File: src/hdl/ctp_consts.vh
// constants for the cascaded timer pwm / ppg unit
// included by the design files of this block only
`ifndef CTP_CONSTS_VH
`define CTP_CONSTS_VH

// operating mode field codes
`define CTP_MODE_PWM12 2'b10
`define CTP_MODE_PPG16 2'b11

// write select codes for the four timer registers
`define CTP_SEL_PERIOD_LO 2'b00
`define CTP_SEL_PERIOD_HI 2'b01
`define CTP_SEL_DUTY_LO 2'b10
`define CTP_SEL_DUTY_HI 2'b11

// reset value of every timer register byte
`define CTP_REG_RESET 8'hFF

// pwm counter wrap and dither frame
`define CTP_PWM_LAST 8'hFF
`define CTP_DITHER_LAST 4'hF

// clock divider field codes with special meaning
`define CTP_DIV_SLOW4 3'b000
`define CTP_DIV_SLOW3 3'b001
`define CTP_DIV_FULL 3'b111

`endif

File: src/hdl/ctp_timer_pwm.v
// cascaded 16-bit timer unit: 12-bit dithered pwm and 16-bit ppg output
// assumes config and register write ports come from logic on clk
`timescale 1ns/100ps
`include "ctp_consts.vh"
module ctp_timer_pwm #(
  parameter PRESCALE_WIDTH = 11
)(
  input wire clk,
  input wire sys_rst,
  input wire cascade_select,
  input wire high_timer_run,
  input wire [1:0] operating_mode_field,
  input wire output_initial_level,
  input wire double_buffer_enable,
  input wire external_clock_select,
  input wire [2:0] clock_divider_field,
  input wire slow_prescale_select,
  input wire low_frequency_tick,
  input wire external_count_input,
  input wire reg_write,
  input wire [1:0] reg_select,
  input wire [7:0] reg_write_data,
  output wire [15:0] duty_read_value,
  output wire [15:0] period_read_value,
  output wire [15:0] count_value,
  output wire running,
  output wire dithered_output_pin,
  output wire pulse_output_pin,
  output reg low_timer_interrupt,
  output reg high_timer_interrupt
);

// configuration held while the timer runs
reg [1:0] mode;
reg init_level;
reg dbuf_on;
reg ext_sel;
reg [2:0] div_sel;
reg slow_sel;

// staged period bytes and duty low byte, buffers and active compare values
reg [7:0] stage_period_lo;
reg [7:0] stage_period_hi;
reg [7:0] stage_duty_lo;
reg [15:0] buf_duty;
reg [15:0] buf_period;
reg [15:0] active_duty_value;
reg [15:0] active_period_value;

// counting state
reg [15:0] counter;
reg [3:0] frame;
reg duty_hit;
reg out_level;
reg run_q;

wire source_tick;
wire extra_pulse;
wire mode_ok;
wire run_req;
wire is_pwm;
wire is_ppg;
wire commit;
wire [15:0] commit_duty;
wire [15:0] commit_period;
wire [8:0] pwm_match_point;
wire pwm_match;
wire pwm_wrap;
wire frame_end;
wire ppg_duty_match;
wire ppg_period_match;

// the unit only runs cascaded in one of the two supported modes
assign mode_ok = cascade_select
  & ((operating_mode_field == `CTP_MODE_PWM12) | (operating_mode_field == `CTP_MODE_PPG16));
assign run_req = high_timer_run & mode_ok;
assign running = run_q;
assign is_pwm = (mode == `CTP_MODE_PWM12);
assign is_ppg = (mode == `CTP_MODE_PPG16);

// source tick generation
ctp_clock_source #(
  .PRESCALE_WIDTH(PRESCALE_WIDTH)
) u_clock_source (
  .clk(clk),
  .sys_rst(sys_rst),
  .external_clock_select(ext_sel),
  .clock_divider_field(div_sel),
  .slow_prescale_select(slow_sel),
  .low_frequency_tick(low_frequency_tick),
  .external_count_input(external_count_input),
  .source_tick(source_tick)
);

// additional pulse decode for the current frame period
ctp_dither u_dither (
  .frame_index(frame),
  .additional_pulse_field(active_duty_value[3:0]),
  .extra_pulse(extra_pulse)
);

// mode settings are latched only while stopped
always @(posedge clk or posedge sys_rst)
begin
  if (sys_rst)
  begin
    mode <= 2'b00;
    init_level <= 1'b0;
    dbuf_on <= 1'b0;
    ext_sel <= 1'b0;
    div_sel <= 3'b000;
    slow_sel <= 1'b0;
  end
  else if (!run_q)
  begin
    mode <= operating_mode_field;
    init_level <= output_initial_level;
    dbuf_on <= double_buffer_enable;
    ext_sel <= external_clock_select;
    div_sel <= clock_divider_field;
    slow_sel <= slow_prescale_select;
  end
end

// duty high write commits all four bytes as one value
assign commit = reg_write & (reg_select == `CTP_SEL_DUTY_HI);
assign commit_duty = {reg_write_data, stage_duty_lo};
assign commit_period = {stage_period_hi, stage_period_lo};

// staging of the bytes written ahead of the commit
always @(posedge clk or posedge sys_rst)
begin
  if (sys_rst)
  begin
    stage_period_lo <= `CTP_REG_RESET;
    stage_period_hi <= `CTP_REG_RESET;
    stage_duty_lo <= `CTP_REG_RESET;
  end
  else if (reg_write)
  begin
    if (reg_select == `CTP_SEL_PERIOD_LO)
      stage_period_lo <= reg_write_data;
    else if (reg_select == `CTP_SEL_PERIOD_HI)
      stage_period_hi <= reg_write_data;
    else if (reg_select == `CTP_SEL_DUTY_LO)
      stage_duty_lo <= reg_write_data;
  end
end

// match points of both modes
assign pwm_match_point = {1'b0, active_duty_value[11:4]} + {8'h00, extra_pulse};
assign pwm_match = run_q & is_pwm & ({1'b0, counter[7:0]} == pwm_match_point);
assign pwm_wrap = run_q & is_pwm & source_tick & (counter[7:0] == `CTP_PWM_LAST);
assign frame_end = pwm_wrap & (frame == `CTP_DITHER_LAST);
assign ppg_duty_match = run_q & is_ppg & (counter == active_duty_value);
assign ppg_period_match = run_q & is_ppg & (counter == active_period_value);

// buffer always keeps the last written value for reads
always @(posedge clk or posedge sys_rst)
begin
  if (sys_rst)
  begin
    buf_duty <= {`CTP_REG_RESET, `CTP_REG_RESET};
    buf_period <= {`CTP_REG_RESET, `CTP_REG_RESET};
  end
  else if (commit)
  begin
    buf_duty <= commit_duty;
    buf_period <= commit_period;
  end
end

// active compare values: direct write, or reload at frame or period end
always @(posedge clk or posedge sys_rst)
begin
  if (sys_rst)
  begin
    active_duty_value <= {`CTP_REG_RESET, `CTP_REG_RESET};
    active_period_value <= {`CTP_REG_RESET, `CTP_REG_RESET};
  end
  else if (commit && (!run_q || !dbuf_on))
  begin
    active_duty_value <= commit_duty;
    active_period_value <= commit_period;
  end
  else if (dbuf_on && (frame_end || ppg_period_match))
  begin
    active_duty_value <= buf_duty;
    active_period_value <= buf_period;
  end
end

// reads return the buffered value, not the one in effect
assign duty_read_value = buf_duty;
assign period_read_value = buf_period;
assign count_value = counter;

// counter, frame index and output level
always @(posedge clk or posedge sys_rst)
begin
  if (sys_rst)
  begin
    run_q <= 1'b0;
    counter <= 16'h0000;
    frame <= 4'h0;
    duty_hit <= 1'b0;
    out_level <= 1'b0;
  end
  else if (!run_req)
  begin
    // stopped: counter cleared, pin at its initial level
    run_q <= 1'b0;
    counter <= 16'h0000;
    frame <= 4'h0;
    duty_hit <= 1'b0;
    out_level <= output_initial_level;
  end
  else if (!run_q)
  begin
    run_q <= 1'b1;
    out_level <= init_level;
  end
  else if (is_ppg)
  begin
    if (ppg_period_match)
    begin
      // a tick landing in the clear cycle still counts, keeping the period whole ticks
      counter <= {15'h0000, source_tick};
      duty_hit <= 1'b0;
      out_level <= init_level;
    end
    else
    begin
      if (source_tick)
        counter <= counter + 16'h0001;
      if (ppg_duty_match && !duty_hit)
      begin
        duty_hit <= 1'b1;
        out_level <= ~init_level;
      end
    end
  end
  else
  begin
    if (pwm_wrap)
    begin
      counter <= 16'h0000;
      frame <= frame + 4'h1;
      duty_hit <= 1'b0;
      out_level <= init_level;
    end
    else
    begin
      if (source_tick)
        counter <= counter + 16'h0001;
      if (pwm_match && !duty_hit)
      begin
        duty_hit <= 1'b1;
        out_level <= ~init_level;
      end
    end
  end
end

// interrupt pulses, one cycle each
always @(posedge clk or posedge sys_rst)
begin
  if (sys_rst)
  begin
    low_timer_interrupt <= 1'b0;
    high_timer_interrupt <= 1'b0;
  end
  else
  begin
    low_timer_interrupt <= pwm_wrap
      | (ppg_duty_match & ~duty_hit & ~ppg_period_match);
    high_timer_interrupt <= frame_end | ppg_period_match;
  end
end

// each pin shows the waveform in its own mode, else the initial level
assign dithered_output_pin = (run_q && is_pwm) ? out_level : init_level;
assign pulse_output_pin = (run_q && is_ppg) ? out_level : init_level;

endmodule // ctp_timer_pwm

File: src/hdl/ctp_clock_source.v
// source clock tick generator for the cascaded timer
// assumes low_frequency_tick is a one-cycle pulse on clk; external input is a raw pin
`timescale 1ns/100ps
`include "ctp_consts.vh"
module ctp_clock_source #(
  parameter PRESCALE_WIDTH = 11
)(
  input wire clk,
  input wire sys_rst,
  input wire external_clock_select,
  input wire [2:0] clock_divider_field,
  input wire slow_prescale_select,
  input wire low_frequency_tick,
  input wire external_count_input,
  output reg source_tick
);

reg [PRESCALE_WIDTH-1:0] prescale;
reg [3:0] slow_prescale;
reg ext_sync1;
reg ext_sync2;
reg ext_last;
reg next_tick;

// free running prescalers for gear and low-frequency clocks
always @(posedge clk or posedge sys_rst)
begin
  if (sys_rst)
  begin
    prescale <= {PRESCALE_WIDTH{1'b0}};
    slow_prescale <= 4'h0;
  end
  else
  begin
    prescale <= prescale + {{(PRESCALE_WIDTH-1){1'b0}}, 1'b1};
    if (low_frequency_tick)
      slow_prescale <= slow_prescale + 4'h1;
  end
end

// two-stage sync then rising edge detect of the count input
always @(posedge clk or posedge sys_rst)
begin
  if (sys_rst)
  begin
    ext_sync1 <= 1'b0;
    ext_sync2 <= 1'b0;
    ext_last <= 1'b0;
  end
  else
  begin
    ext_sync1 <= external_count_input;
    ext_sync2 <= ext_sync1;
    ext_last <= ext_sync2;
  end
end

// divider selection, a divided tick fires when the low bits are all ones, an external one on a count input rising edge
always @*
begin
  next_tick = 1'b0;
  if (external_clock_select)
    next_tick = ext_sync2 & ~ext_last;
  else if (slow_prescale_select && clock_divider_field == `CTP_DIV_SLOW4)
    next_tick = low_frequency_tick & (&slow_prescale[3:0]);
  else if (slow_prescale_select && clock_divider_field == `CTP_DIV_SLOW3)
    next_tick = low_frequency_tick & (&slow_prescale[2:0]);
  else
    case (clock_divider_field)
      3'b000: next_tick = &prescale[10:0];
      3'b001: next_tick = &prescale[9:0];
      3'b010: next_tick = &prescale[7:0];
      3'b011: next_tick = &prescale[5:0];
      3'b100: next_tick = &prescale[3:0];
      3'b101: next_tick = &prescale[1:0];
      3'b110: next_tick = prescale[0];
      default: next_tick = 1'b1;
    endcase
end

// registered tick
always @(posedge clk or posedge sys_rst)
begin
  if (sys_rst)
    source_tick <= 1'b0;
  else
    source_tick <= next_tick;
end

endmodule // ctp_clock_source

File: src/hdl/ctp_dither.v
// additional pulse selector for the 12-bit pwm mode
// assumes frame_index counts pwm periods 0..15, period n+1 of the frame
`timescale 1ns/100ps
module ctp_dither (
  input wire [3:0] frame_index,
  input wire [3:0] additional_pulse_field,
  output wire extra_pulse
);

// bit0 period 9, bit1 5/13, bit2 3/7/11/15, bit3 the even periods
assign extra_pulse = (additional_pulse_field[0] & (frame_index == 4'h8))
  | (additional_pulse_field[1] & (frame_index[2:0] == 3'b100))
  | (additional_pulse_field[2] & (frame_index[1:0] == 2'b10))
  | (additional_pulse_field[3] & frame_index[0]);

endmodule // ctp_dither

File: config.mk
export PLATFORM = sky130hd
export DESIGN_NAME = ctp_timer_pwm
export DESIGN_NICKNAME = d
export VERILOG_FILES = /design/src/hdl/ctp_timer_pwm.v /design/src/hdl/ctp_clock_source.v /design/src/hdl/ctp_dither.v
export VERILOG_INCLUDE_DIRS = /design/src /design/src/hdl
export SDC_FILE = /design/constraint.sdc
export NUM_CORES = 1
export LEC_CHECK = 0
export ABC_AREA = 1
export BUFFER_PORTS_ARGS = -buffer_cell sky130_fd_sc_hd__buf_2
export CELL_PAD_IN_SITES_DETAIL_PLACEMENT = 0
export CELL_PAD_IN_SITES_GLOBAL_PLACEMENT = 2
export CORE_ASPECT_RATIO = 0.7
export CORE_MARGIN = 2
export CORE_UTILIZATION = 37
export CTS_BUF_LIST = sky130_fd_sc_hd__clkbuf_4
export DETAILED_ROUTE_END_ITERATION = 10
export MAX_ROUTING_LAYER = met4
export PLACE_DENSITY_LB_ADDON = 0.1
export SLEW_MARGIN = 20
export SYNTH_ARGS = -nofsm -noshare
export SYNTH_HDL_FRONTEND = slang
export SYNTH_HIERARCHICAL = 1
export SYNTH_SLANG_ARGS = --single-unit
File: constraint.sdc
create_clock -name clk -period 4.9 [get_ports clk]
set_clock_uncertainty 0.05 [all_clocks]
set_input_delay 0.735 -clock clk [delete_from_list [all_inputs] [get_ports clk]]
set_output_delay 0.735 -clock clk [all_outputs]
set_load 0.01 [all_outputs]
Yosys cells after proc, flatten, opt, wreduce, memory -nomap -nowiden
Index checks and enable logic that the tools add are counted.

word-level totals
  flip-flop bits (word level) = 141
  output and inout port bits = 53
  logic and storage cells = 156

operators by class
  add/sub/neg operators = 5
  eq/ne operators = 28
  muxes and demuxes = 35
  bitwise logic cells = 32
  reduce and logical (&&, ||, !) cells = 30

operators with widths
  kind                     count
  $mux W16                 10
  $eq A16 B16 Y1           2
  $and A1 B1 Y1            20
  $mux W1                  20
  $add A16 B1 Y16 const B  1
  $mux W4                  4
  $eq A2 B2 Y1 const B     7
  $eq A3 B3 Y1 const B     4
  $reduce_and A3 Y1        4
  $reduce_and A4 Y1        3
  $add A11 B1 Y11 const B  1
  $reduce_and A11 Y1       1
  $reduce_and A10 Y1       1
  $add A8 B1 Y9            1
  $eq A8 B9 Y1             1
  $add A4 B1 Y4 const B    2
  $eq A4 B4 Y1 const B     2
  $eq A8 B8 Y1 const B     1
  $logic_and A1 B1 Y1      8
  $reduce_and A8 Y1        1
  $pmux W1 S7              1
  $eq A3 B2 Y1 const B     2
  $not A1 Y1               6
  $or A1 B1 Y1             6
  other kinds (15)         21

Logic depth before layout (Yosys ltp)
Gate-level depths: netlist of run 1.

  depth in word-level cells = 14
  mapped depth = 22
  gate-level depth less buffers = 22

Hierarchy
The synthesis of run 1 kept the hierarchy.

by module, submodules not included
  module            times used  cells an instance  area an instance (um^2)  sequential area each (um^2)
  ctp_timer_pwm     1           791                6,373.6                  3,163.0
  ctp_clock_source  1           94                 910.9                    475.5
  ctp_dither        1           9                  37.5                     0.0

Worst setup path before layout of run 1
Ideal clock, no wire load.

  path kind = reg2reg
  start point = register active_duty_value[2]
  end point = register out_level
  data arrival time = 1.931 ns
  data required time = 4.734 ns
  slack = 2.803 ns
  stages on the path, launching flop included = 18
  path buffers = 0
  clock period less this slack = 2.097 ns
  path through = dfstp_2 -> inv_1 -> a21oi_1 -> nand2_1 -> nand2_1 -> ha_1 -> ha_1 -> nand3_1 -> o21ai_0 -> nand3_1 -> nand2_1 -> nor2_1 -> nand2_1 -> nand3_1 -> nand2_1 -> inv_1 -> nand2_1 -> nand2_1

on the way
  longest elaborated chain between the ends = 9
  elaborated cells on any way between the ends = 13

ends and longest elaborated chain
  element                             line                 source
  start, declared                     ctp_timer_pwm.v:47   reg [15:0] active_duty_value;
  start signal, assigned              ctp_timer_pwm.v:178  active_duty_value <= {`CTP_REG_RESET, `CTP_REG_RESET};
  start signal, assigned              ctp_timer_pwm.v:183  active_duty_value <= commit_duty;
  start signal, assigned              ctp_timer_pwm.v:188  active_duty_value <= buf_duty;
  $and A1 B1 Y1                       ctp_dither.v:13      | (additional_pulse_field[2] & (frame_index[1:0] == 2'b10))
  $or A1 B1 Y1                        ctp_dither.v:13
  $or A1 B1 Y1                        ctp_dither.v:14      | (additional_pulse_field[3] & frame_index[0]);
  via extra_pulse                     ctp_timer_pwm.v:58   wire extra_pulse;
  $add A8 B1 Y9                       ctp_timer_pwm.v:151  assign pwm_match_point = {1'b0, active_duty_value[11:4]} + {8'h00, extra_pulse};
  $eq A8 B9 Y1                        ctp_timer_pwm.v:152  assign pwm_match = run_q & is_pwm & ({1'b0, counter[7:0]} == pwm_match_point);
  $and A1 B1 Y1                       ctp_timer_pwm.v:152
  $logic_and A1 B1 Y1                 ctp_timer_pwm.v:256  if (pwm_match && !duty_hit)
  $ne A5 B2 Y1 (no source line)       n/a
  $reduce_and A2 Y1 (no source line)  n/a
  end signal, assigned                ctp_timer_pwm.v:239  out_level <= ~init_level;
  end signal, assigned                ctp_timer_pwm.v:250  out_level <= init_level;
  end signal, assigned                ctp_timer_pwm.v:259  out_level <= ~init_level;
  end, declared                       ctp_timer_pwm.v:54   reg out_level;

The timed path passes the listed nets, and every way through them passes these cells.
A chain may end at the register's enable or synchronous reset.

Worst setup path after layout of run 1
  start point = register run_q (netlist: running)
  end point = register active_duty_value[10]

on the way
  longest elaborated chain between the ends = 7
  elaborated cells on any way between the ends = 13

ends and longest elaborated chain
  element                              line                 source
  start, declared                      ctp_timer_pwm.v:55   reg run_q;
  start signal, assigned               ctp_timer_pwm.v:203  run_q <= 1'b0;
  start signal, assigned               ctp_timer_pwm.v:212  run_q <= 1'b0;
  start signal, assigned               ctp_timer_pwm.v:220  run_q <= 1'b1;
  $and A1 B1 Y1 (3 in series)          ctp_timer_pwm.v:153  assign pwm_wrap = run_q & is_pwm & source_tick & (counter[7:0] == `CTP_PWM_LAST);
  $and A1 B1 Y1                        ctp_timer_pwm.v:154  assign frame_end = pwm_wrap & (frame == `CTP_DITHER_LAST);
  $logic_or A1 B1 Y1                   ctp_timer_pwm.v:186  else if (dbuf_on && (frame_end || ppg_period_match))
  $logic_and A1 B1 Y1                  ctp_timer_pwm.v:186
  $reduce_bool A2 Y1 (no source line)  n/a

Several ways; a longest one is shown, not always the timed one.

==> results of run 1 <==
## report_power, final
| group | switching (uW) | internal [uW] | leakage, uW |
|---|---|---|---|
| logic | 335 | 241 | 0.00214 |
| clock network | 463 | 207 | 0.000124 |
| registers | 208 | 1460 | 0.00161 |
| total | 1010 | 1910 | 0.00387 |
## layout by cell type, fill, tap and decap left out, types with 3 or more instances in the layout
cell type	netlist	final
nand3_1	102	102
nor2_2	3	3
nand3_2	3	3
nor4_1	4	4
nor2_4	3	3
nand2_1	287	287
a211oi_1	3	3
buf_4	6	3
inv_1	78	77
mux2_2	26	26
dfrtp_1	53	53
clkinv_1	0	3
a21oi_1	11	10
nand4_1	19	19
buf_2	8	78
dfstp_2	88	88
o21ai_0	45	45
xnor2_1	13	13
xor2_1	18	18
inv_2	11	11
clkbuf_4	0	18
nor2_1	69	69
inv_6	0	4
nor3_1	5	5
ha_1	7	7
## worst min-delay path by stage
stage / endpoint / from / cells after the start / slack [ps]
6_report: u_clock_source/ext_sync1 / external_count_input / 1 / 250
5_1_grt: u_clock_source/ext_sync1 / external_count_input / 1 / 170
4_1_cts: u_clock_source/ext_sync1 / external_count_input / 1 / 180
3_5_place_dp: u_clock_source/ext_sync2 / u_clock_source/ext_sync1 / 0 / 290
3_3_place_gp: u_clock_source/ext_sync2 / u_clock_source/ext_sync1 / 0 / 280
2_1_floorplan: u_clock_source/ext_sync2 / u_clock_source/ext_sync1 / 0 / 280
## kinds of logic (layout without fill, tap and decap cells)
| kind of cell | count (synthesis) | after routing | synth area share (%) |
|---|---|---|---|
| and+or+nand+nor | 503 | 503 | 29.4 |
| AOI/OAI and AO/OA | 66 | 66 | 5.06 |
| xor gates and xnor gates | 31 | 31 | 3.71 |
| DFF | 141 | 141 | 49.7 |
| muxes | 26 | 26 | 4.00 |
| buffers and inverters | 120 | 201 | 6.90 |
| adders and majority gates | 7 | 7 | 1.20 |
| other | 0 | 1 | 0 |
## metrics by stage
step | area (um^2) | power, uW
after global placement | 7910 | 2250
after floorplan | 7320 | 1990
after detailed placement | 7910 | 2260
final | 8140 | 2910
after global routing | 8140 | 3100
after CTS | 8140 | 2950
## state kept, by name, summed over array words and instances, names as in the netlist, 2 cells and up
register                      flops
frame                             4
div_sel                           3
u_clock_source/prescale          11
count_value                      16
stage_period_hi                   8
stage_duty_lo                     8
period_read_value                16
stage_period_lo                   8
duty_read_value                  16
active_period_value              16
mode                              2
active_duty_value                16
u_clock_source/slow_prescale      4
## worst register-to-register path: stages, from the launching register on
cell and delay (ps):
dfrtp_1 620, inv_2 220, nor2_2 240, nand3_1 100
nor2_1 140, nand3_2 230, a21boi_4 870, nor2_4 330
nand2_1 170, nand3_1 80
## layer usage
metal | vias to the layer above | GRT usage, % | part of all wire, %
met5 | - | - | 0
met4 | 0 | 6.51 | 1.4
met3 | 23 | 4.61 | 4.6
met2 | 144 | 31.5 | 42
met1 | 3012 | 33.5 | 52
li1 | 3025 | - | -
## cell usage after synthesis, types with 3 or more instances
cell type / instances
ha_1: 7
a21oi_1: 11
nand2_1: 287
nor4_1: 4
inv_2: 11
xnor2_1: 13
dfrtp_1: 53
buf_4: 6
buf_6: 3
nor2_4: 3
xor2_1: 18
o21ai_0: 45
nand3_2: 3
a211oi_1: 3
inv_1: 78
buf_2: 8
mux2_2: 26
clkbuf_1: 12
nor2_2: 3
dfstp_2: 88
nand4_1: 19
nand3_1: 102
nor2_1: 69
nor3_1: 5
## area by class of cell
| class | instances | area, um^2 |
|---|---|---|
| fillers | 2065 | 11400 |
| flip-flops and latches | 141 | 3640 |
| multi-input cells | 633 | 3180 |
| repair buffers | 81 | 413 |
| inverters | 89 | 339 |
| well taps | 270 | 338 |
| clock buffers | 18 | 135 |
| clock inverters | 13 | 92.6 |
| diodes | 1 | 2.50 |
==> results.py, run 1 <==
metrics = {
    "run_status": {
        "status": "complete, no violations",
    },
    "critical_path": {
        "reg2regPathDepth": 9,
        "slowest_stage": "a21boi_4",
        "end_kind": "flop",
        "cp_max_fo": 33,
        "worst-path-buf-inv": 1,
        "worstSetupPathType": "flop to flop",
        "crit_start": "running",
        "r2r_setup_slack_ps": 1760,
        "path_depth": 9,
        "r2r-end": "active_duty_value[10]",
        "cp-start-kind": "flop",
        "path_common_cell": "nand3_1",
        "crit_required_ps": 5310,
        "crit_arrival_ps": 3550,
        "crit_family": "simple AND/OR/NAND/NOR gates",
        "endpoint": "active_duty_value[10]",
        "max_stage_delay_ps": 860,
        "cp_cell_sequence": "inv_2 > nor2_2 > nand3_1 > nor2_1 > nand3_2 > a21boi_4 > nor2_4 > nand2_1 > nand3_1",
        "reg2reg_from": "running",
    },
    "synth": {
        "yosys_warnings": 6,
        "syn_area_per_cell_um2": 8.19,
        "synth_largest_area_cell": "dfstp_2",
        "yosysSeqAreaShare_pct": 49.7,
        "synth_top_area_share_pct": 31.6,
        "synthArstFlopShare_pct": 100,
        "synthCells": 894,
        "synth_nets": 927,
        "ys_top_cells_by_area": "dfstp_2 32%, dfrtp_1 18%, nand2_1 15%",
        "synth_ff_type": "dfstp_2",
        "ys_types": 37,
        "synth_edf_count": 0,
        "syn_area_um2": 7320,
        "ys_ff_latch": 141,
    },
    "pwr": {
        "powerDensity_nw_per_um2": 358,
        "p_leak_uw": 0.00387,
        "ir_drop_mv": 0.193,
    },
    "timing": {
        "max_slew.worst_pin.slew_ps": 1080,
        "setup-tns-final_ps": 0,
        "finalCritPeriodShare_pct": 64.1,
        "timing.final.ws_setup_ps": 1760,
        "min_period_ps": 3140,
        "rsz0062_at_grt": "false",
        "holdWs_ps": 246,
        "drv_slew": 0,
        "maxSlewHeadroom_pct": 27.7,
        "setup_violations": 0,
        "hold_viol_final": 0,
        "max_clock_freq_ghz": 0.318,
    },
    "place": {
        "portBuffers": 78,
        "place.gp.congestion": 0.930,
        "dpl_worst_slack_ps": 1760,
        "place_inst": 1214,
        "dpl.hpwl_um": 16400,
    },
    "clock_network": {
        "cts.sinks": 141,
        "clk_latency_ps": 550,
        "numCtsBuffers": 17,
        "cts_tree": "built",
        "post_cts_resize_count": 0,
        "hold_buffers": 0,
        "clock_path_buffers": 2,
        "root_buffer": "clkbuf_4",
        "h-tree-depth": 4,
        "path_clk_slew_ps": 130,
        "post-cts-setup-buffer-count": 0,
    },
    "finish": {
        "area_growth_pct": 11.2,
        "finish.utilization_pct": 41.6,
        "nets": 996,
        "drive_gt1_share_pct": 25.7,
        "final_cells": 1246,
    },
    "job": {
        "drv_cap": 0,
    },
    "detailed_routing": {
        "remaining_drc_errors": 0,
        "drtIter0Drc": 496,
        "drtPass1Iterations": 5,
        "avgViaCountPerCell": 4.98,
        "ant_nets": 0,
        "vias": 6204,
        "wl_per_cell_um": 17.5,
        "wl_um": 21800,
    },
    "grt": {
        "grt_pass1_wl_um": 34300,
        "grt_pass1_vias": 6044,
        "grtUsageTotal_pct": 22.7,
        "grt_max_degree": 81,
        "grt.overflow.total": 0,
        "grt_antenna_before_repair": 1,
    },
    "floorplanning": {
        "fp.dieArea_um2": 20900,
        "core_um2": 19600,
        "initial_core_util_pct": 37.4,
        "core.rowCount": 43,
        "die_w_um": 172,
        "die_h_um": 122,
        "io_pins": 79,
    },
    "hold_path": {
        "hp-class": "input pin to flop",
    },
}
(Power assumes the default switching activity.)
==> run 2: changes to the inputs <==
--- a/config.mk
+++ b/config.mk
@@ -6,13 +6,13 @@
 export SDC_FILE = /design/constraint.sdc
 export NUM_CORES = 1
 export LEC_CHECK = 0
-export ABC_AREA = 1
+export ABC_AREA = 0
 export BUFFER_PORTS_ARGS = -buffer_cell sky130_fd_sc_hd__buf_2
 export CELL_PAD_IN_SITES_DETAIL_PLACEMENT = 0
 export CELL_PAD_IN_SITES_GLOBAL_PLACEMENT = 2
 export CORE_ASPECT_RATIO = 0.7
 export CORE_MARGIN = 2
-export CORE_UTILIZATION = 37
+export CORE_UTILIZATION = 41
 export CTS_BUF_LIST = sky130_fd_sc_hd__clkbuf_4
 export DETAILED_ROUTE_END_ITERATION = 10
 export MAX_ROUTING_LAYER = met4
==> constraint.sdc (replaced) <==
create_clock -name clk -period 2.9 [get_ports clk]
set_clock_uncertainty 0.05 [all_clocks]
set_input_delay 0.435 -clock clk [delete_from_list [all_inputs] [get_ports clk]]
set_output_delay 0.435 -clock clk [all_outputs]
set_load 0.01 [all_outputs]
==> run 2 against run 1 <==
Clock-buffer cell count down 1. Register-to-register slack lost 1700 ps. Synthesized cell count down 34%. Final cell count fell by 26%. Non-clock buffer count rose by 29. Largest power group unchanged. Hold slack worse by 180 ps. Sequential cell count did not move. Worst setup slack got worse by 1700 ps. First-iteration DRC count is 55% lower. Sequential power is 72% higher. Core utilization rose by 7.7 points.
==> results.py, run 2 <==
metrics = {
    "pwr": {
        "p_leak_uw": 0.00364,
        "seq_power_share_pct": 54.2,
        "power_frac_clock_pct": 28.2,
        "ir_drop_mv": 0.369,
        "power_switching_uw": 1580,
        "p_comb_share_pct": 17.6,
        "powerDensity_nw_per_um2": 657,
        "swShare_pct": 29.8,
        "total_power_uw": 5300,
        "intPower_uw": 3720,
    },
    "synth": {
        "synthTopCellsByCount": "88 x dfstp_2, 70 x mux2_2, 60 x nand2_1",
        "ys_top_cells_by_area": "dfstp_2 33%, dfrtp_1 19%, mux2_2 11%",
        "ys_types": 56,
        "synthArstFlopShare_pct": 100,
        "synth_largest_area_cell": "dfstp_2",
        "yosysSeqAreaShare_pct": 52.7,
        "syn_area_per_cell_um2": 11.7,
        "synth_most_common_cell": "dfstp_2",
        "ys_ff_latch": 141,
        "synth_ff_type": "dfstp_2",
        "syn_area_um2": 6900,
        "synth_edf_count": 0,
        "synthCells": 592,
        "yosys_warnings": 6,
        "synth_top_area_share_pct": 33.5,
        "synth_nets": 625,
    },
    "critical_path": {
        "reg2regPathDepth": 12,
        "crit_start": "active_duty_value[0]",
        "r2r_setup_slack_ps": 80,
        "max_stage_delay_ps": 560,
        "worst-path-buf-inv": 0,
        "slowest_stage": "dfstp_2",
        "crit_required_ps": 3310,
        "crit_family": "simple AND/OR/NAND/NOR gates",
        "crit_arrival_ps": 3230,
        "cp_max_fo": 2,
        "worstSetupPathType": "flop to flop",
        "end_kind": "flop",
        "endpoint": "out_level",
        "r2r-end": "out_level",
        "cp-start-kind": "flop",
        "reg2reg_from": "active_duty_value[0]",
        "cp_cell_sequence": "nand2_2 > o21ai_1 > o31a_1 > ha_2 > ha_4 > xor2_1 > or4_1 > a21oi_2 > o2111ai_1 > and3_1 > o21ai_2 > mux2_4",
        "path_depth": 12,
    },
    "detailed_routing": {
        "drtPass1Iterations": 5,
        "remaining_drc_errors": 0,
        "drtIter0Drc": 223,
        "vias": 4836,
        "avgViaCountPerCell": 5.21,
        "ant_nets": 0,
        "wl_per_cell_um": 18.6,
        "wl_um": 17300,
    },
    "grt": {
        "grt_max_degree": 65,
        "grt_antenna_before_repair": 0,
        "grtUsageTotal_pct": 21.0,
        "grt.overflow.total": 0,
        "grt_pass1_vias": 4795,
        "grt_pass1_wl_um": 27800,
    },
    "floorplanning": {
        "fp.dieArea_um2": 17900,
        "core.rowCount": 39,
        "core_um2": 16400,
        "die_w_um": 159,
        "io_pins": 79,
        "initial_core_util_pct": 42.1,
        "die_h_um": 113,
    },
    "clock_network": {
        "clock_path_buffers": 2,
        "post-cts-setup-buffer-count": 0,
        "clk_latency_ps": 560,
        "cts_tree": "built",
        "numCtsBuffers": 17,
        "path_clk_slew_ps": 140,
        "cts.sinks": 141,
        "root_buffer": "clkbuf_4",
        "h-tree-depth": 4,
    },
    "timing": {
        "holdWs_ps": 62.3,
        "hold_viol_final": 0,
        "max_clock_freq_ghz": 0.355,
        "timing.final.ws_setup_ps": 81.9,
        "min_period_ps": 2820,
        "rsz0062_at_grt": "true",
        "max_slew.worst_pin.slew_ps": 724,
        "drv_slew": 0,
        "maxSlewHeadroom_pct": 51.5,
        "setup_violations": 0,
        "finalCritPeriodShare_pct": 97.2,
    },
    "place": {
        "portBuffers": 78,
        "dpl_worst_slack_ps": -37.7,
        "place.gp.congestion": 0.848,
        "dpl.hpwl_um": 12700,
    },
    "finish": {
        "nets": 723,
        "antennaDiodeCount": 0,
        "final_cell_mix": "88 x dfstp_2, 78 x buf_2, 69 x mux2_2",
        "area_growth_pct": 16.9,
        "final_common_cell": "dfstp_2",
        "drive_gt1_share_pct": 44.4,
    },
    "job": {
        "drv_cap": 0,
    },
    "run_status": {
        "status": "complete, no violations",
    },
    "hold_path": {
        "hp-class": "input pin to flop",
    },
}
==> run 2: cells by family (layout without fill, tap and decap cells) <==
group           count (synthesis)  after routing  synth area share (%)
xor+xnor                       66             66                  8.37
fa+ha+maj                       7              7                  1.27
buf+inv                        43            154                  3.14
flops                         141            141                  52.7
mux                           105            105                  16.5
simple gates                  160            160                  12.1
compound gates                 70             70                  5.91
==> run 2: how the worst min path moves through the flow <==
| stage | start | endpoint | slack, ps | cells after the start |
|---|---|---|---|---|
| detailed placement | u_clock_source/ext_sync1 | u_clock_source/ext_sync2 | 300 | 0 |
| floorplan | u_clock_source/ext_sync1 | u_clock_source/ext_sync2 | 280 | 0 |
| finish | operating_mode_field[1] | mode[1] | 60 | 2 |
| global route | clock_divider_field[1] | div_sel[1] | -0.5 | 2 |
| CTS | operating_mode_field[0] | mode[0] | 10 | 2 |
| global placement | u_clock_source/ext_sync1 | u_clock_source/ext_sync2 | 280 | 0 |
==> run 2: cell type report <==
| class | count | area (um^2) |
|---|---|---|
| clock buffers | 17 | 128 |
| clock inverters | 15 | 210 |
| fillers | 1509 | 8320 |
| inverters | 12 | 48.8 |
| multi-input cells | 408 | 3090 |
| flip-flops and latches | 141 | 3640 |
| well taps | 225 | 282 |
| repair buffers | 110 | 671 |
==> run 2: metrics by stage <==
stage / std cells / cell area (um^2) / setup TNS [ps] / utilization [%]
6_report: 928 / 8070 / 0 / 49.2
3_5_place_dp: 890 / 7640 / -37.7 / 46.6
5_1_grt: 928 / 8070 / -47.2 / 49.2
3_3_place_gp: 890 / 7640 / -18.6 / 46.6
2_1_floorplan: 592 / 6910 / 0 / -
4_1_cts: 924 / 8000 / 0 / 48.8
==> run 2: repair_timing <==
action / 4_1_cts / 5_1_grt
resized for setup: 1 / 6
pin swaps: 1 / 2
hold endpoints to repair: 20 / 4
gates cloned: 0 / 0
setup endpoints to repair: 1 / 2
hold buffers: 2 / 4
==> run 2: worst register-to-register path, stage by stage, from the launching register on <==
cell and delay, ps:
dfstp_2 560, nand2_2 40, o21ai_1 110, o31a_1 150
ha_2 210, ha_4 200, xor2_1 150, or4_1 440
a21oi_2 120, o2111ai_1 110, and3_1 180, o21ai_2 130
mux2_4 310
==> run 2: power by group through the flow <==
stage,Sequential (uW),Combinational (uW),Clock (uW)
finish,2870,934,1500
global placement,2890,909,0
detailed placement,2910,933,0
CTS,2870,941,1540
global route,2920,1040,1640
floorplan,2810,591,0
==> run 2: routing by layer <==
metal  wire, um  track usage (%)  vias up
met5          0                -        -
met4        104             4.12        0
met3        830             4.92       12
met2       7450             29.3      108
met1       8910             31.1     2456
li1           -                -     2260
==> run 3: changes to the inputs <==
--- a/config.mk
+++ b/config.mk
@@ -17,6 +17,7 @@
 export DETAILED_ROUTE_END_ITERATION = 10
 export MAX_ROUTING_LAYER = met4
 export PLACE_DENSITY_LB_ADDON = 0.1
+export RECOVER_POWER = 25
 export SLEW_MARGIN = 20
 export SYNTH_ARGS = -nofsm -noshare
 export SYNTH_HDL_FRONTEND = slang
==> run 3 against run 2 <==
The run now ends with max-capacitance violations, max-slew violations left. Cell area fell by 0.37%. Via count fell by 1.2%. Clock power about the same. Fmax barely moved. Sequential cell count unchanged. Sequential share of layout area increased by 0.17 points. Worst setup slack improved by 2.7 ps. Core utilization down 0.18 points. Sequential power about the same. Final cell count unchanged. Critical endpoint unchanged. Highest routed layer unchanged. Total power fell by 0.33%.
==> results.py, run 3 (synthesized netlist as in run 2, its figures left out) <==
metrics = {
    "critical_path": {
        "cp_max_fo": 2,
        "reg2regPathDepth": 12,
        "r2r-end": "out_level",
        "crit_required_ps": 3290,
        "reg2reg_from": "active_duty_value[0]",
        "worstSetupPathType": "flop to flop",
        "cp-start-kind": "flop",
        "r2r_setup_slack_ps": 80,
        "end_kind": "flop",
        "crit_arrival_ps": 3200,
    },
    "finish": {
        "nets": 723,
        "drive_gt1_share_pct": 43.7,
        "regArea_um2": 3640,
        "final_common_cell": "dfstp_2",
        "area_growth_pct": 16.5,
        "finish.utilization_pct": 49.0,
        "fin_area_um2": 8040,
        "fill_cells": 1517,
        "final_cells": 928,
        "multi_input_area_um2": 3090,
        "final_cell_mix": "88 x dfstp_2, 75 x buf_2, 69 x mux2_2",
        "antennaDiodeCount": 0,
    },
    "timing": {
        "max_slew.worst_pin.slew_ps": 1950,
        "drv_slew": 33,
        "holdWs_ps": 86.3,
        "maxSlewHeadroom_pct": -30.1,
        "min_period_ps": 2820,
        "rsz0062_at_grt": "true",
        "finalCritPeriodShare_pct": 97.1,
        "max_clock_freq_ghz": 0.355,
        "setup_violations": 0,
        "hold_viol_final": 0,
    },
    "pwr": {
        "powerDensity_nw_per_um2": 657,
        "ir_drop_mv": 0.368,
        "p_leak_uw": 0.00362,
    },
    "clock_network": {
        "path_clk_slew_ps": 140,
        "root_buffer": "clkbuf_4",
        "numCtsBuffers": 17,
        "cts_tree": "built",
        "clk_latency_ps": 540,
        "post-cts-setup-buffer-count": 0,
        "clock_path_buffers": 2,
        "h-tree-depth": 4,
        "cts.sinks": 141,
    },
    "place": {
        "dpl.hpwl_um": 12700,
        "place_inst": 890,
        "place.gp.congestion": 0.848,
        "placed_cell_area_um2": 7640,
        "portBuffers": 78,
    },
    "grt": {
        "grtUsageTotal_pct": 21.0,
        "grt.overflow.total": 0,
        "grt_antenna_before_repair": 0,
        "grt_util_met2_pct": 29.3,
        "grt_max_degree": 65,
        "grt_util_met3_pct": 4.92,
        "grt_pass1_vias": 4795,
        "busiest_layer": "met1",
        "groute.layer.met1.usage_pct": 31.1,
        "grt_pass1_wl_um": 27800,
    },
    "floorplanning": {
        "io_pins": 79,
        "die_w_um": 159,
        "core.rowCount": 39,
        "die_h_um": 113,
        "core_um2": 16400,
        "initial_core_util_pct": 42.1,
        "fp.dieArea_um2": 17900,
    },
    "run_status": {
        "violations": "max-capacitance violations, max-slew violations",
        "status": "finished, violations left",
    },
    "detailed_routing": {
        "wl_per_cell_um": 18.5,
        "vias": 4776,
        "wl_um": 17200,
        "avgViaCountPerCell": 5.15,
        "drtIter0Drc": 233,
        "remaining_drc_errors": 0,
        "drtPass1Iterations": 4,
        "ant_nets": 0,
    },
    "job": {
        "drv_cap": 1,
    },
    "hold_path": {
        "hold-path-endpoint": "mode[1]",
        "hp-class": "input pin to flop",
        "min_from": "operating_mode_field[1]",
        "min_path_cells": 2,
    },
}
-- run 3: timing repair --
item / CTS / global route
hold buffers: 2 / 4
pin swaps: 1 / 2
resized for setup: 1 / 6
hold endpoints to repair: 20 / 4
endpoints found under the setup margin: 1 / 2
-- run 3: per-layer routing --
layer  routed length, um  part of all wire [%]
met1                8800                    51
met2                7510                    44
met3                 814                   4.7
met4                  63                  0.37
met5                   0                     0
-- run 3: layout make-up --
cell class / instances / share of cell area, %
clock buffers: 17 / 1.59
multi-input cells: 408 / 38.4
flip-flops and latches: 141 / 45.2
repair buffers: 110 / 8.06
inverters: 12 / 0.576
well taps: 225 / 3.50
clock inverters: 15 / 2.61
-- run 3: worst max-delay path, stage by stage, from the launching register on --
cell and delay [ps]:
dfstp_2 560, nand2_2 40, o21ai_1 120, o31a_1 150, ha_2 200, ha_4 200, xor2_1 150, or4_1 430
a21oi_2 110, o2111ai_1 100, and3_1 180, o21ai_2 130, mux2_4 300
-- run 3: how the worst max path moves through the flow --
stage                          from  slack (ps)        end  cells after the start
6_report       active_duty_value[0]          80  out_level                     12
5_1_grt        active_duty_value[0]         -50  out_level                     12
3_5_place_dp   active_duty_value[0]         -40  out_level                     12
3_3_place_gp   active_duty_value[0]         -20  out_level                     12
4_1_cts                    frame[2]          20  out_level                     12
2_1_floorplan              frame[2]         100  out_level                     12
-- run 3: per-stage QoR --
step / total power (uW) / setup slack, ps / TNS [ps]
final: 5280 / 84.6 / 0
after global routing: 5600 / -47.2 / -47.2
after CTS: 5350 / 20.4 / 0
after detailed placement: 3840 / -37.7 / -37.7
after global placement: 3800 / -18.6 / -18.6
after floorplan: 3410 / 101 / 0
-- run 3: where the power goes --
| part | internal, uW | switching (uW) | total, uW |
|---|---|---|---|
| Clock | 701 | 783 | 1480 |
| Combinational | 496 | 434 | 929 |
| Sequential | 2520 | 349 | 2870 |
